**config.mk**
```make
export PLATFORM = sky130hd
export DESIGN_NAME = tod_counter
export DESIGN_NICKNAME = d
export VERILOG_FILES = /design/src/hw/tod_pkg.sv /design/src/hw/tod_counter.sv /design/src/hw/slew_divider.sv
export SDC_FILE = /design/constraint.sdc
export NUM_CORES = 2
export LEC_CHECK = 0
export BUFFER_PORTS_ARGS = -buffer_cell sky130_fd_sc_hd__buf_2
export CORE_ASPECT_RATIO = 1.4
export CORE_UTILIZATION = 40
export DETAILED_ROUTE_END_ITERATION = 8
export PLACE_DENSITY = 0.55
export SYNTH_ARGS = -nofsm -noshare
export SYNTH_HDL_FRONTEND = slang
export SYNTH_SLANG_ARGS = --single-unit
export TNS_END_PERCENT = 1
```
**constraint.sdc**
```tcl
create_clock -name CORE_CLK -period 6.7 [get_ports CORE_CLK]
set_input_delay 1.005 -clock CORE_CLK [delete_from_list [all_inputs] [get_ports CORE_CLK]]
set_output_delay 1.005 -clock CORE_CLK [all_outputs]
set_load 0.005 [all_outputs]
```
**src/hw/tod_pkg.sv**
```systemverilog
/*
 * Shared constants and types for the slewed time-of-day counter: clock
 * rates, derived cycle counts, register offsets, field positions, reset
 * values and the packed status word.
 * Assumes a single 200 MHz core clock and a 32-bit AXI4-Lite register bus.
 */
package tod_pkg;
  // clock and derived rates
  localparam int CLK_HZ       = 200_000_000;
  localparam int COUNT_HZ     = 1000;
  localparam int PRESCALE_CYC = CLK_HZ / COUNT_HZ;
  localparam int TICK_HZ      = 100;
  localparam int TICK_CYC     = CLK_HZ / TICK_HZ;

  // counter geometry
  localparam int HW_BITS    = 16;
  localparam int CLOCK_BITS = 64;
  localparam int UP_BITS    = CLOCK_BITS - HW_BITS;
  localparam int DIV_BITS   = 32;

  // reset values
  localparam logic [31:0] TICK_US_RST = 32'h0000_2710;
  localparam logic [31:0] TICKADJ_RST = 32'h0000_0005;

  // register byte offsets
  localparam logic [7:0] OFS_CTRL      = 8'h00;
  localparam logic [7:0] OFS_STATUS    = 8'h04;
  localparam logic [7:0] OFS_LATCH_LO  = 8'h08;
  localparam logic [7:0] OFS_LATCH_HI  = 8'h0C;
  localparam logic [7:0] OFS_STEP      = 8'h10;
  localparam logic [7:0] OFS_CMD       = 8'h14;
  localparam logic [7:0] OFS_TOD_LO    = 8'h18;
  localparam logic [7:0] OFS_TOD_HI    = 8'h1C;
  localparam logic [7:0] OFS_SET_LO    = 8'h20;
  localparam logic [7:0] OFS_SET_HI    = 8'h24;
  localparam logic [7:0] OFS_TICK      = 8'h28;
  localparam logic [7:0] OFS_TICKADJ   = 8'h2C;
  localparam logic [7:0] OFS_SLEW      = 8'h30;
  localparam logic [7:0] OFS_SLEW_LEFT = 8'h34;

  // field positions
  localparam int CTRL_PPS_LATCH = 0;
  localparam int CMD_LATCH      = 0;
  localparam int ST_PENDING     = 0;
  localparam int ST_SLEW_ERR    = 1;
  localparam int ST_PPS_SEEN    = 2;
  localparam int ST_LATCH_PPS   = 3;

  localparam logic [1:0] RESP_OKAY   = 2'b00;
  localparam logic [1:0] RESP_SLVERR = 2'b10;

  typedef struct packed {
    logic latch_pps;
    logic pps_seen;
    logic slew_err;
    logic slew_pending;
  } status_t;
endpackage

```
**src/hw/tod_counter.sv**
```systemverilog
/*
 * Time-of-day block: a prescaled 64-bit clock count with latch, phase step
 * and pps capture, plus a microsecond tick counter with set and slew.
 * Registers sit behind an AXI4-Lite slave.
 * Assumes one core clock; the PPS pin is asynchronous to it.
 */
// The placing of the registers and the AXI4-Lite slave port were decided locally.
`timescale 1ns/1ps
module tod_counter #(
  parameter int PRESCALE_CYC = tod_pkg::PRESCALE_CYC,
  parameter int TICK_CYC     = tod_pkg::TICK_CYC
) (
  // clock and reset
  input  wire logic        CORE_CLK,
  input  wire logic        RSTN,
  // pulse-per-second pin and its request
  input  wire logic        PPS_IN,
  output logic             PPS_IRQ,
  // axi4-lite write
  input  wire logic [7:0]  S_AXI_AWADDR,
  input  wire logic        S_AXI_AWVALID,
  output logic             S_AXI_AWREADY,
  input  wire logic [31:0] S_AXI_WDATA,
  input  wire logic [3:0]  S_AXI_WSTRB,
  input  wire logic        S_AXI_WVALID,
  output logic             S_AXI_WREADY,
  output logic [1:0]       S_AXI_BRESP,
  output logic             S_AXI_BVALID,
  input  wire logic        S_AXI_BREADY,
  // axi4-lite read
  input  wire logic [7:0]  S_AXI_ARADDR,
  input  wire logic        S_AXI_ARVALID,
  output logic             S_AXI_ARREADY,
  output logic [31:0]      S_AXI_RDATA,
  output logic [1:0]       S_AXI_RRESP,
  output logic             S_AXI_RVALID,
  input  wire logic        S_AXI_RREADY
);
  localparam int UB = tod_pkg::UP_BITS;
  localparam int HB = tod_pkg::HW_BITS;

  logic [7:0]    aw_addr;
  logic [31:0]   w_data;
  logic [3:0]    w_strb;
  logic          aw_held;
  logic          w_held;
  logic          wr_fire;
  logic          wr_map;
  logic          rd_fire;
  logic          rd_map;
  logic [31:0]   rd_mux;
  logic          pps_latch_en;
  logic [31:0]   pre_cnt;
  logic          pre_pulse;
  logic [HB-1:0] hw_cnt;
  logic [UB-1:0] upper;
  logic          hw_ovf;
  logic          step_fire;
  logic [UB-1:0] step_ext;
  logic [63:0]   latch_val;
  logic          sw_latch;
  logic          pps_latch;
  logic          pps_s1;
  logic          pps_s2;
  logic          pps_s3;
  logic          pps_lvl;
  logic          pps_rise;
  logic [31:0]   tick_cnt;
  logic          tick;
  logic [63:0]   tod;
  logic [31:0]   tod_hi_snap;
  logic [31:0]   set_lo;
  logic          set_fire;
  logic [31:0]   tick_us;
  logic [31:0]   tickadj;
  logic [31:0]   inc;
  logic          slew_fire;
  logic          slew_busy;
  logic          slew_neg;
  logic          slew_abort;
  logic [31:0]   slew_left;
  logic [31:0]   slew_mag;
  logic          div_busy;
  logic          div_done;
  logic [31:0]   div_q;
  logic          latch_from_pps;
  logic          pps_seen;
  logic          slew_err;
  tod_pkg::status_t status;

  function automatic logic [31:0] merge(input logic [31:0] old,
                                        input logic [31:0] nw,
                                        input logic [3:0]  strb);
    logic [31:0] res;
    res = old;
    for (int i = 0; i < 4; i++) begin
      if (strb[i]) begin
        res[8*i +: 8] = nw[8*i +: 8];
      end
    end
    return res;
  endfunction

  // bus slave: address and data are taken in either order
  assign S_AXI_AWREADY = !aw_held && !S_AXI_BVALID;
  assign S_AXI_WREADY  = !w_held && !S_AXI_BVALID;
  assign S_AXI_ARREADY = !S_AXI_RVALID;
  assign wr_fire       = aw_held && w_held && !S_AXI_BVALID;
  assign rd_fire       = S_AXI_ARVALID && S_AXI_ARREADY;

  always_ff @(posedge CORE_CLK) begin
    if (!RSTN) begin
      aw_held      <= 1'b0;
      w_held       <= 1'b0;
      aw_addr      <= 8'h00;
      w_data       <= 32'h0000_0000;
      w_strb       <= 4'h0;
      S_AXI_BVALID <= 1'b0;
      S_AXI_BRESP  <= tod_pkg::RESP_OKAY;
    end else begin
      if (S_AXI_AWVALID && S_AXI_AWREADY) begin
        aw_held <= 1'b1;
        aw_addr <= S_AXI_AWADDR;
      end
      if (S_AXI_WVALID && S_AXI_WREADY) begin
        w_held <= 1'b1;
        w_data <= S_AXI_WDATA;
        w_strb <= S_AXI_WSTRB;
      end
      if (wr_fire) begin
        aw_held      <= 1'b0;
        w_held       <= 1'b0;
        S_AXI_BVALID <= 1'b1;
        S_AXI_BRESP  <= wr_map ? tod_pkg::RESP_OKAY : tod_pkg::RESP_SLVERR;
      end else if (S_AXI_BVALID && S_AXI_BREADY) begin
        S_AXI_BVALID <= 1'b0;
      end
    end
  end

  always_comb begin
    case (aw_addr)
      tod_pkg::OFS_CTRL, tod_pkg::OFS_STATUS, tod_pkg::OFS_STEP,
      tod_pkg::OFS_CMD, tod_pkg::OFS_SET_LO, tod_pkg::OFS_SET_HI,
      tod_pkg::OFS_TICK, tod_pkg::OFS_TICKADJ,
      tod_pkg::OFS_SLEW: wr_map = 1'b1;
      default:           wr_map = 1'b0;
    endcase
  end

  always_comb begin
    rd_map = 1'b1;
    case (S_AXI_ARADDR)
      tod_pkg::OFS_CTRL:      rd_mux = {31'h0, pps_latch_en};
      tod_pkg::OFS_STATUS:    rd_mux = {28'h0, status};
      tod_pkg::OFS_LATCH_LO:  rd_mux = latch_val[31:0];
      tod_pkg::OFS_LATCH_HI:  rd_mux = latch_val[63:32];
      tod_pkg::OFS_TOD_LO:    rd_mux = tod[31:0];
      tod_pkg::OFS_TOD_HI:    rd_mux = tod_hi_snap;
      tod_pkg::OFS_SET_LO:    rd_mux = set_lo;
      tod_pkg::OFS_TICK:      rd_mux = tick_us;
      tod_pkg::OFS_TICKADJ:   rd_mux = tickadj;
      tod_pkg::OFS_SLEW_LEFT: rd_mux = slew_left;
      default: begin
        rd_mux = 32'h0000_0000;
        rd_map = 1'b0;
      end
    endcase
  end

  always_ff @(posedge CORE_CLK) begin
    if (!RSTN) begin
      S_AXI_RVALID <= 1'b0;
      S_AXI_RDATA  <= 32'h0000_0000;
      S_AXI_RRESP  <= tod_pkg::RESP_OKAY;
      tod_hi_snap  <= 32'h0000_0000;
    end else begin
      if (rd_fire) begin
        S_AXI_RVALID <= 1'b1;
        S_AXI_RDATA  <= rd_mux;
        S_AXI_RRESP  <= rd_map ? tod_pkg::RESP_OKAY : tod_pkg::RESP_SLVERR;
        // the high word is frozen so a lo-then-hi read pair is coherent
        if (S_AXI_ARADDR == tod_pkg::OFS_TOD_LO) begin
          tod_hi_snap <= tod[63:32];
        end
      end else if (S_AXI_RREADY) begin
        S_AXI_RVALID <= 1'b0;
      end
    end
  end

  // write strobes into the block
  assign step_fire = wr_fire && aw_addr == tod_pkg::OFS_STEP;
  assign set_fire  = wr_fire && aw_addr == tod_pkg::OFS_SET_HI;
  assign slew_fire = wr_fire && aw_addr == tod_pkg::OFS_SLEW;
  assign sw_latch  = wr_fire && aw_addr == tod_pkg::OFS_CMD &&
                     w_strb[0] && w_data[tod_pkg::CMD_LATCH];
  assign step_ext  = UB'(signed'(w_data));

  always_ff @(posedge CORE_CLK) begin
    if (!RSTN) begin
      pps_latch_en <= 1'b0;
      set_lo       <= 32'h0000_0000;
      tick_us      <= tod_pkg::TICK_US_RST;
      tickadj      <= tod_pkg::TICKADJ_RST;
    end else if (wr_fire) begin
      case (aw_addr)
        tod_pkg::OFS_CTRL: begin
          if (w_strb[0]) begin
            pps_latch_en <= w_data[tod_pkg::CTRL_PPS_LATCH];
          end
        end
        tod_pkg::OFS_SET_LO:  set_lo  <= merge(set_lo, w_data, w_strb);
        tod_pkg::OFS_TICK:    tick_us <= merge(tick_us, w_data, w_strb);
        tod_pkg::OFS_TICKADJ: tickadj <= merge(tickadj, w_data, w_strb);
        default: ;
      endcase
    end
  end

  // prescaler and 64-bit clock count
  assign pre_pulse = pre_cnt == 32'(PRESCALE_CYC - 1);
  assign hw_ovf    = pre_pulse && hw_cnt == {HB{1'b1}};

  always_ff @(posedge CORE_CLK) begin
    if (!RSTN) begin
      pre_cnt <= 32'h0000_0000;
      hw_cnt  <= '0;
      upper   <= '0;
    end else begin
      pre_cnt <= pre_pulse ? 32'h0000_0000 : pre_cnt + 32'h0000_0001;
      if (pre_pulse) begin
        hw_cnt <= hw_cnt + HB'(1);
      end
      // carry lands on the same edge as the low wrap; a step lands on the edge of its write
      upper <= upper + UB'(hw_ovf) + (step_fire ? step_ext : '0);
    end
  end

  // pps pin: three flops, a change counts once flops two and three agree
  assign pps_rise  = pps_s2 == pps_s3 && pps_s3 && !pps_lvl;
  assign pps_latch = pps_rise && pps_latch_en;

  always_ff @(posedge CORE_CLK) begin
    if (!RSTN) begin
      pps_s1  <= 1'b0;
      pps_s2  <= 1'b0;
      pps_s3  <= 1'b0;
      pps_lvl <= 1'b0;
      PPS_IRQ <= 1'b0;
    end else begin
      pps_s1  <= PPS_IN;
      pps_s2  <= pps_s1;
      pps_s3  <= pps_s2;
      if (pps_s2 == pps_s3) begin
        pps_lvl <= pps_s3;
      end
      PPS_IRQ <= pps_rise;
    end
  end

  // both halves come from the same registered state, so no tearing
  always_ff @(posedge CORE_CLK) begin
    if (!RSTN) begin
      latch_val      <= 64'h0000_0000_0000_0000;
      latch_from_pps <= 1'b0;
    end else if (pps_latch) begin
      latch_val      <= {upper, HB'(0)} + {UB'(0), hw_cnt};
      latch_from_pps <= 1'b1;
    end else if (sw_latch) begin
      latch_val      <= {upper, HB'(0)} + {UB'(0), hw_cnt};
      latch_from_pps <= 1'b0;
    end
  end

  // sticky flags: a new event beats a clear in the same cycle
  always_ff @(posedge CORE_CLK) begin
    if (!RSTN) begin
      pps_seen <= 1'b0;
      slew_err <= 1'b0;
    end else begin
      if (pps_rise) begin
        pps_seen <= 1'b1;
      end else if (wr_fire && aw_addr == tod_pkg::OFS_STATUS &&
                   w_strb[0] && w_data[tod_pkg::ST_PPS_SEEN]) begin
        pps_seen <= 1'b0;
      end
      if (slew_fire && slew_busy) begin
        slew_err <= 1'b1;
      end else if (wr_fire && aw_addr == tod_pkg::OFS_STATUS &&
                   w_strb[0] && w_data[tod_pkg::ST_SLEW_ERR]) begin
        slew_err <= 1'b0;
      end
    end
  end

  // tick counter and microsecond time of day
  assign tick = tick_cnt == 32'(TICK_CYC - 1);
  assign inc  = slew_left == 32'h0000_0000 ? tick_us :
                slew_neg ? tick_us - tickadj : tick_us + tickadj;

  always_ff @(posedge CORE_CLK) begin
    if (!RSTN) begin
      tick_cnt <= 32'h0000_0000;
      tod      <= 64'h0000_0000_0000_0000;
    end else begin
      tick_cnt <= tick ? 32'h0000_0000 : tick_cnt + 32'h0000_0001;
      if (set_fire) begin
        tod <= {merge(tod[63:32], w_data, w_strb), set_lo};
      end else if (tick) begin
        tod <= tod + 64'(inc);
      end
    end
  end

  // slew: |delta| / tickadj ticks at the skewed rate
  assign slew_busy           = div_busy || slew_left != 32'h0000_0000;
  // one driver for the whole word; each flag is its own signal
  assign status = '{latch_pps:    latch_from_pps,
                    pps_seen:     pps_seen,
                    slew_err:     slew_err,
                    slew_pending: slew_busy};
  assign slew_mag            = w_data[31] ? 32'h0000_0000 - w_data : w_data;

  slew_divider #(
    .W(tod_pkg::DIV_BITS)
  ) u_div (
    .CORE_CLK(CORE_CLK),
    .RSTN    (RSTN),
    .START   (slew_fire && !slew_busy),
    .DIVIDEND(slew_mag),
    .DIVISOR (tickadj),
    .BUSY    (div_busy),
    .DONE    (div_done),
    .QUOTIENT(div_q)
  );

  always_ff @(posedge CORE_CLK) begin
    if (!RSTN) begin
      slew_left  <= 32'h0000_0000;
      slew_neg   <= 1'b0;
      slew_abort <= 1'b0;
    end else begin
      if (slew_fire && !slew_busy) begin
        slew_neg   <= w_data[31];
        slew_abort <= 1'b0;
      end else if (set_fire) begin
        slew_abort <= 1'b1;
      end
      if (set_fire) begin
        slew_left <= 32'h0000_0000;
      end else if (div_done && !slew_abort) begin
        slew_left <= div_q;
      end else if (tick && slew_left != 32'h0000_0000) begin
        slew_left <= slew_left - 32'h0000_0001;
      end
    end
  end
endmodule

```
**src/hw/slew_divider.sv**
```systemverilog
/*
 * Sequential restoring divider: turns a slew amount and a slew delta into
 * a count of ticks.  One quotient bit per clock, so a division takes
 * W cycles after start.
 * Assumes start is only raised while busy is low.
 */
`timescale 1ns/1ps
module slew_divider #(
  parameter int W = 32
) (
  // clock and reset
  input  wire logic         CORE_CLK,
  input  wire logic         RSTN,
  // request
  input  wire logic         START,
  input  wire logic [W-1:0] DIVIDEND,
  input  wire logic [W-1:0] DIVISOR,
  // result
  output logic              BUSY,
  output logic              DONE,
  output logic [W-1:0]      QUOTIENT
);
  logic [W-1:0] rem;
  logic [W-1:0] dvs;
  logic [W-1:0] quo;
  logic [7:0]   bits_left;
  logic [W:0]   trial;

  assign trial = {rem, quo[W-1]} - {1'b0, dvs};

  always_ff @(posedge CORE_CLK) begin
    if (!RSTN) begin
      rem       <= '0;
      dvs       <= '0;
      quo       <= '0;
      bits_left <= 8'h00;
      BUSY      <= 1'b0;
      DONE      <= 1'b0;
      QUOTIENT  <= '0;
    end else begin
      DONE <= 1'b0;
      if (START) begin
        rem       <= '0;
        dvs       <= DIVISOR;
        quo       <= DIVIDEND;
        bits_left <= 8'(W);
        BUSY      <= 1'b1;
      end else if (BUSY) begin
        if (!trial[W]) begin
          rem <= trial[W-1:0];
          quo <= {quo[W-2:0], 1'b1};
        end else begin
          rem <= {rem[W-2:0], quo[W-1]};
          quo <= {quo[W-2:0], 1'b0};
        end
        bits_left <= bits_left - 8'h01;
        if (bits_left == 8'h01) begin
          BUSY <= 1'b0;
          DONE <= 1'b1;
          // a zero delta would never end a slew, so it yields no slew
          if (dvs == '0) begin
            QUOTIENT <= '0;
          end else begin
            QUOTIENT <= !trial[W] ? {quo[W-2:0], 1'b1} : {quo[W-2:0], 1'b0};
          end
        end
      end
    end
  end
endmodule

```
# ---- After elaboration in Yosys (flattened, before gate mapping)
# Cells that the tools add are included.
dict set report word_totals {
  out_inout_bits 42
  wordCells 209
  reg_bits 649
  ram_bits 0
  n_memories 0
  inputBits 60
  latchBits 0
  rom_bits 0
}
dict set report classes {
  magnitude_cmp 0
  n_reduce_logical 74
  muxes 40
  div 0
  shift 0
  n_bitwise 3
  n_addsub 13
  multipliers 0
  eq_ne 26
}
# op n
set ops {}
lappend ops {{$pmux W32 S10} 1}
lappend ops {{$mux W32} 9}
lappend ops {{$mux W64} 4}
lappend ops {{$eq A8 B6 Y1 const B} 9}
lappend ops {{$add A32 B1 Y32 const B} 2}
lappend ops {{$add A64 B16 Y64} 1}
lappend ops {{$add A64 B32 Y64} 1}
lappend ops {{$logic_not A32 Y1} 2}
lappend ops {{$add A48 B1 Y48} 1}
lappend ops {{$add A48 B48 Y48} 1}
lappend ops {{$mux W48} 1}
lappend ops {{$reduce_and A3 Y1} 14}
lappend ops {{$sub A33 B32 Y33} 1}
lappend ops {{$add A32 B32 Y32} 1}
lappend ops {{$eq A32 B18 Y1 const B} 1}
lappend ops {{$eq A32 B21 Y1 const B} 1}
lappend ops {{$eq A8 B5 Y1 const B} 4}
lappend ops {{$mux W8} 4}
lappend ops {{$reduce_bool A32 Y1} 1}
lappend ops {{$sub A1 B32 Y32 const A} 1}
lappend ops {{$sub A32 B1 Y32 const B} 1}
lappend ops {{$sub A32 B32 Y32} 1}
lappend ops {{$logic_and A1 B1 Y1} 26}
lappend ops {{$mux W1} 17}
lappend ops {{other kinds (20)} 51}

# ---- Logic depth before layout (Yosys ltp)
dict set report depth {
  word_depth 7
  ltp_mapped 30
  mapped_depth_nobuf 28
}

# ---- Modules after synthesis
# From an unflattened synthesis, not the netlist that was laid out.
dict set report hier_totals {
  hier_cells 4563
  hier_area_um2 36093.4
}
# module area_per_inst_um2 seq_area_each_um2 instances cells_per_inst
set by_module_without_submodules {}
lappend by_module_without_submodules {tod_counter 28457.3 10189.8 1 3641}
lappend by_module_without_submodules {slew_divider 7636.1 2762.6 1 922}

# ---- Least setup slack after synthesis
# No wires, ideal clock.
dict set report synth_path {
  kind {reg2reg}
  start {register tickadj[2]}
  end {register tod[51]}
  stages_incl_launch_ff 30
  period_less_slack_ns 5.907
  setup_slack_ns 0.793
  path_buffers 2
  t_arrival_ns 5.829
  t_required_ns 6.622
  setup_ns 0.078
  cell_sequence {dfxtp_1 buf_2 or4_4 nor3_1 nand2_1 nor2_1 nand4b_1 nor2_1 nor3b_1 a21oi_1 xnor2_1 ha_1 a21o_1 a21o_1 a21o_1 a21oi_1 nor2b_1 o21ai_0 a21oi_1 a31oi_1 mux2i_1 xor2_1 ha_1 and3_1 a221oi_1 o22ai_1 clkbuf_1 nand4_1 mux2_2 nor3_1}
}
dict set report synth_between {
  elab_chain_cells 6
  elab_cells_between_ends 7
  cone_classes {add/sub: 3; mux: 4}
}
# element line_no
set synth_lines {}
lappend synth_lines {{start: declaration} tod_counter.sv:75} ;# logic [31:0] tickadj;
lappend synth_lines {{start signal: assignment} tod_counter.sv:205} ;# tickadj <= tod_pkg::TICKADJ_RST;
lappend synth_lines {{start signal: assignment} tod_counter.sv:215} ;# tod_pkg::OFS_TICKADJ: tickadj <= merge(tickadj, w_data, w_strb);
lappend synth_lines {{$add A32 B32 Y32 or $sub A32 B32 Y32 (tied branches)} tod_counter.sv:300} ;# slew_neg ? tick_us - tickadj : tick_us + tickadj;
lappend synth_lines {{$mux W32 (*)} tod_counter.sv:300}
lappend synth_lines {{$mux W32 (*)} tod_counter.sv:299} ;# assign inc = slew_left == 32'h0000_0000 ? tick_us :
lappend synth_lines {{$add A64 B32 Y64 (*)} tod_counter.sv:311} ;# tod <= tod + 64'(inc);
lappend synth_lines {{$mux W64 (*)} tod_counter.sv:310} ;# end else if (tick) begin
lappend synth_lines {{$mux W64 (*)} tod_counter.sv:308} ;# if (set_fire) begin
lappend synth_lines {{end signal: assignment} tod_counter.sv:309} ;# tod <= {merge(tod[63:32], w_data, w_strb), set_lo};
lappend synth_lines {{end signal: assignment} tod_counter.sv:311}
lappend synth_lines {{end: declaration} tod_counter.sv:70} ;# logic [63:0] tod;
# Mark *: on every way between the ends. The rest lies on a longest branch, timed or not. The select of a mux whose other input is x is not followed.
# A chain may end at the register's enable or synchronous reset.

# ---- Worst setup path in the final report
dict set report layout_path {
  start {register tickadj[2]}
  end {register tod[40]}
}
# The elaborated chain is that of the path after synthesis.

==> results.sh <==
export IMPL_die_height_um=356
export IMPL_status="complete, no violations"
export IMPL_p_leak_nw=15.6
export IMPL_dr_total_vias=33500
export IMPL_wl_per_cell_um=22.5
export IMPL_worstRegToRegCells=26
export IMPL_cp_max_fo=9
export IMPL_rr_startpoint="tickadj[2]$_SDFFE_PN1P_"
export IMPL_yosys_warnings=0
export IMPL_ir_worst_vdd_v=0.000184
export IMPL_grt_remaining_overflow=0
export IMPL_worstPathArrival_ns=6.92
export IMPL_ff2ff_setup_slack_ns=0.35
export IMPL_syn_inst=4553
export IMPL_num_rows=129
export IMPL_grtUsageTotal=0.285
export IMPL_clock_latency_ns=0.65
export IMPL_hp_class="flip-flop to flip-flop"
export IMPL_numCtsBuffers=71
export IMPL_grt_max_degree=147
export IMPL_whs_endpoint="pps_s2$_SDFF_PN0_"
export IMPL_antenna_found_initial=2
export IMPL_die_w_um=255
export IMPL_synth_area_per_cell_sq_um=7.87
export IMPL_worstHoldPathCells=1
export IMPL_num_io_pins=102
export IMPL_synth_top_cell_by_area="dfxtp_1"
export IMPL_layout_min_cycle_time_ns=6.35
export IMPL_root_buffer="clkbuf_16"
export IMPL_min_from="pps_s1$_SDFF_PN0_"
export IMPL_slowest_delay_ns=0.55
export IMPL_fmax_mhz=158
export IMPL_final_hold_viol_count=0
export IMPL_wl_mm=130
export IMPL_dr_pass1_iters=8
export IMPL_drive_above_1_share=0.0854
export IMPL_layoutNonFillerInstCount=5771
export IMPL_postCtsSetupBuffers=0
export IMPL_crit_family="simple AND/OR/NAND/NOR gates"
export IMPL_fin_util=0.451
export IMPL_cts_buffer_depth=3
export IMPL_synthTopCellsByArea="dfxtp_1 36%, nand2_1 6.8%, a21oi_1 6.6%"
export IMPL_finalMaxSlewViolations=0
export IMPL_core_sq_um=88600
export IMPL_port_buffers=99
export IMPL_powerDensity_nw_per_um2=209
export IMPL_setup_viol=0
export IMPL_start_util=0.404
export IMPL_async_flop_share=0
export IMPL_path_class="flip-flop to flip-flop"
export IMPL_crit_top_cell="o21ai_0"
export IMPL_grt_pass1_wl_mm=197
export IMPL_ant_nets=0
export IMPL_dieArea_sq_um=90800
export IMPL_tightestPinTransition_ns=1.05
export IMPL_syn_area_sq_um=35800
export IMPL_area_growth_pct=11.6
export IMPL_start_kind="flip-flop"
export IMPL_period_share=0.947
export IMPL_cts_sinks=647
export IMPL_drc=0
export IMPL_ys_seq_area_frac=0.362
export IMPL_endpoint_kind="flip-flop"
export IMPL_skew_ns=0.0352
export IMPL_gp_congestion=0.960
export IMPL_slowest_stage="or4_4"
export IMPL_htree_levels=3
export IMPL_r2r_end="tod[40]$_SDFFE_PN0P_"
export IMPL_ys_seq_elements=647
export IMPL_place_area_sq_um=37600
export IMPL_synthFlopType="dfxtp_1"
export IMPL_synth_edf_count=0
export IMPL_vias_per_cell=5.80
export IMPL_drv_cap=0
export IMPL_cts_hold_buf=0
export IMPL_cts_tree="yes"
export IMPL_cp_buffers_inverters=2
export IMPL_clk_pin_slew_worst_paths_ns=0.06
export IMPL_drt_iter0_drc=2543
export IMPL_place_hpwl_mm=95.8
export IMPL_worstPathRequired_ns=7.27
export IMPL_grt_pass1_vias=32600
export IMPL_fin_area_sq_um=40000
export IMPL_dp_cells=5647
export IMPL_nets=4758
export IMPL_yosysTopAreaCellShare=0.362
export IMPL_ys_types=88
export IMPL_maxSlewHeadroom=0.300
where the power goes:
part	internal, mW	switching (mW)	total, mW	leakage (nW)
registers	3.89	0.0574	3.95	5.23
clock network	2.23	1.73	3.96	1.11
logic	0.131	0.304	0.435	9.23
total	6.25	2.09	8.34	15.6
flip-flops by register name, summed over array words and instances (netlist names), 8 cells and up:
| register | count |
|---|---|
| hw_cnt | 16 |
| tick_us | 32 |
| u_div.dvs | 32 |
| u_div.quo | 32 |
| tickadj | 32 |
| slew_left | 32 |
| u_div.rem | 32 |
| u_div.bits_left | 8 |
| tod_hi_snap | 32 |
| w_data | 32 |
| S_AXI_RDATA | 32 |
| tod | 64 |
| set_lo | 32 |
| u_div.QUOTIENT | 32 |
| aw_addr | 8 |
| tick_cnt | 32 |
| latch_val | 64 |
| upper | 48 |
| pre_cnt | 32 |
worst max-delay path by stage:
stage               slack (ns)  cells past startpoint              endpoint                    start
floorplan                 0.79                     29  tod[51]$_SDFFE_PN0P_  tickadj[2]$_SDFFE_PN1P_
global placement          0.28                     30  tod[51]$_SDFFE_PN0P_  tickadj[2]$_SDFFE_PN1P_
detailed placement        0.26                     30  tod[51]$_SDFFE_PN0P_  tickadj[2]$_SDFFE_PN1P_
CTS                       0.21                     30  tod[51]$_SDFFE_PN0P_  tickadj[2]$_SDFFE_PN1P_
global route             -0.01                     23  tod[40]$_SDFFE_PN0P_  tickadj[2]$_SDFFE_PN1P_
finish                    0.35                     26  tod[40]$_SDFFE_PN0P_  tickadj[2]$_SDFFE_PN1P_
per-stage QoR:
stage | power [mW] | setup WS, ns | hold WS [ns] | TNS, ns
2_1_floorplan | 4.26 | 0.793 | 0.412 | 0
3_3_place_gp | 4.47 | 0.284 | 0.424 | 0
3_5_place_dp | 4.47 | 0.259 | 0.424 | 0
4_1_cts | 8.42 | 0.212 | 0.438 | 0
5_1_grt | 8.60 | -0.0112 | 0.453 | -0.0112
6_report | 8.34 | 0.354 | 0.433 | 0
synth_stat cells (9+ instances only):
master	count
nor3_1	86
or4_1	11
a22oi_1	66
a21o_1	62
mux2i_1	131
buf_1	10
and3_1	48
nor4_1	40
o21a_1	23
buf_2	10
or2_2	13
mux2_2	9
nand2b_1	27
a311oi_1	33
xor2_1	101
nand2_1	645
dfxtp_1	647
or3_1	36
o221ai_1	11
nand3_1	99
nor4b_1	9
inv_1	110
nand3b_1	14
a221oi_1	38
nand4_1	52
nor3b_1	11
clkbuf_1	261
ha_1	152
and2_1	56
o21ai_0	205
a21oi_1	472
xnor2_1	167
a222oi_1	29
nor2b_1	26
nor2_1	503
o31ai_1	17
a211oi_1	59
a22o_1	36
o211ai_1	15
o21bai_1	21
a31oi_1	71
cells in the final DEF (no fill, tap or decap), drive strengths merged, types with 14 or more instances in the layout:
cell    instances
o211ai         15
a21o           62
or3            40
and2           58
nand2         645
nor2          504
or2            14
a311oi         33
mux2i         131
nand3         101
a211oi         59
dfxtp         647
a22oi          66
xor2          101
a221oi         39
nor3           86
buf           201
o21a           23
nor2b          26
a21oi         472
o21ai         206
a22o           36
nand2b         27
a222oi         29
xnor2         167
clkinv         17
and3           48
ha            152
o31ai          20
nor4           41
nand3b         14
a31oi          71
inv           113
nand4          53
o21bai         21
clkbuf         96
layout make-up:
| type | count | area (sq um) |
|---|---|---|
| Inverter | 111 | 424 |
| Timing Repair Buffer | 201 | 1330 |
| Multi-Input combinational cell | 3509 | 21500 |
| Tap cell | 1179 | 1480 |
| Antenna cell | 1 | 2.50 |
| Fill cell | 9009 | 48600 |
| Clock buffer | 96 | 1970 |
| Clock inverter | 27 | 313 |
| Sequential cell | 647 | 13000 |
what timing repair did:
action	in CTS	in global routing
hold endpoints to repair	0	0
setup endpoints to repair	0	30
resized for setup	0	11
metal layers:
metal / up-vias / track usage / share of wire
li1: 16200 / - / -
met1: 16000 / 0.338 / 0.40
met2: 1021 / 0.487 / 0.48
met3: 301 / 0.0406 / 0.057
met4: 2 / 0.161 / 0.062
met5: - / 0 / 0.000085
cells by family (layout without fill, tap and decap cells):
kind of cell	Yosys count	in the layout	share of synthesized area
flops	647	647	0.362
other cells	1	3	0.000105
simple gates	1705	1705	0.216
xor+xnor	268	268	0.0655
compound gates	1237	1237	0.219
mux	140	140	0.0394
buf+inv	398	435	0.0426
fa+ha+maj	157	157	0.0559
Note: power is estimated with default switching activity, not from simulation.
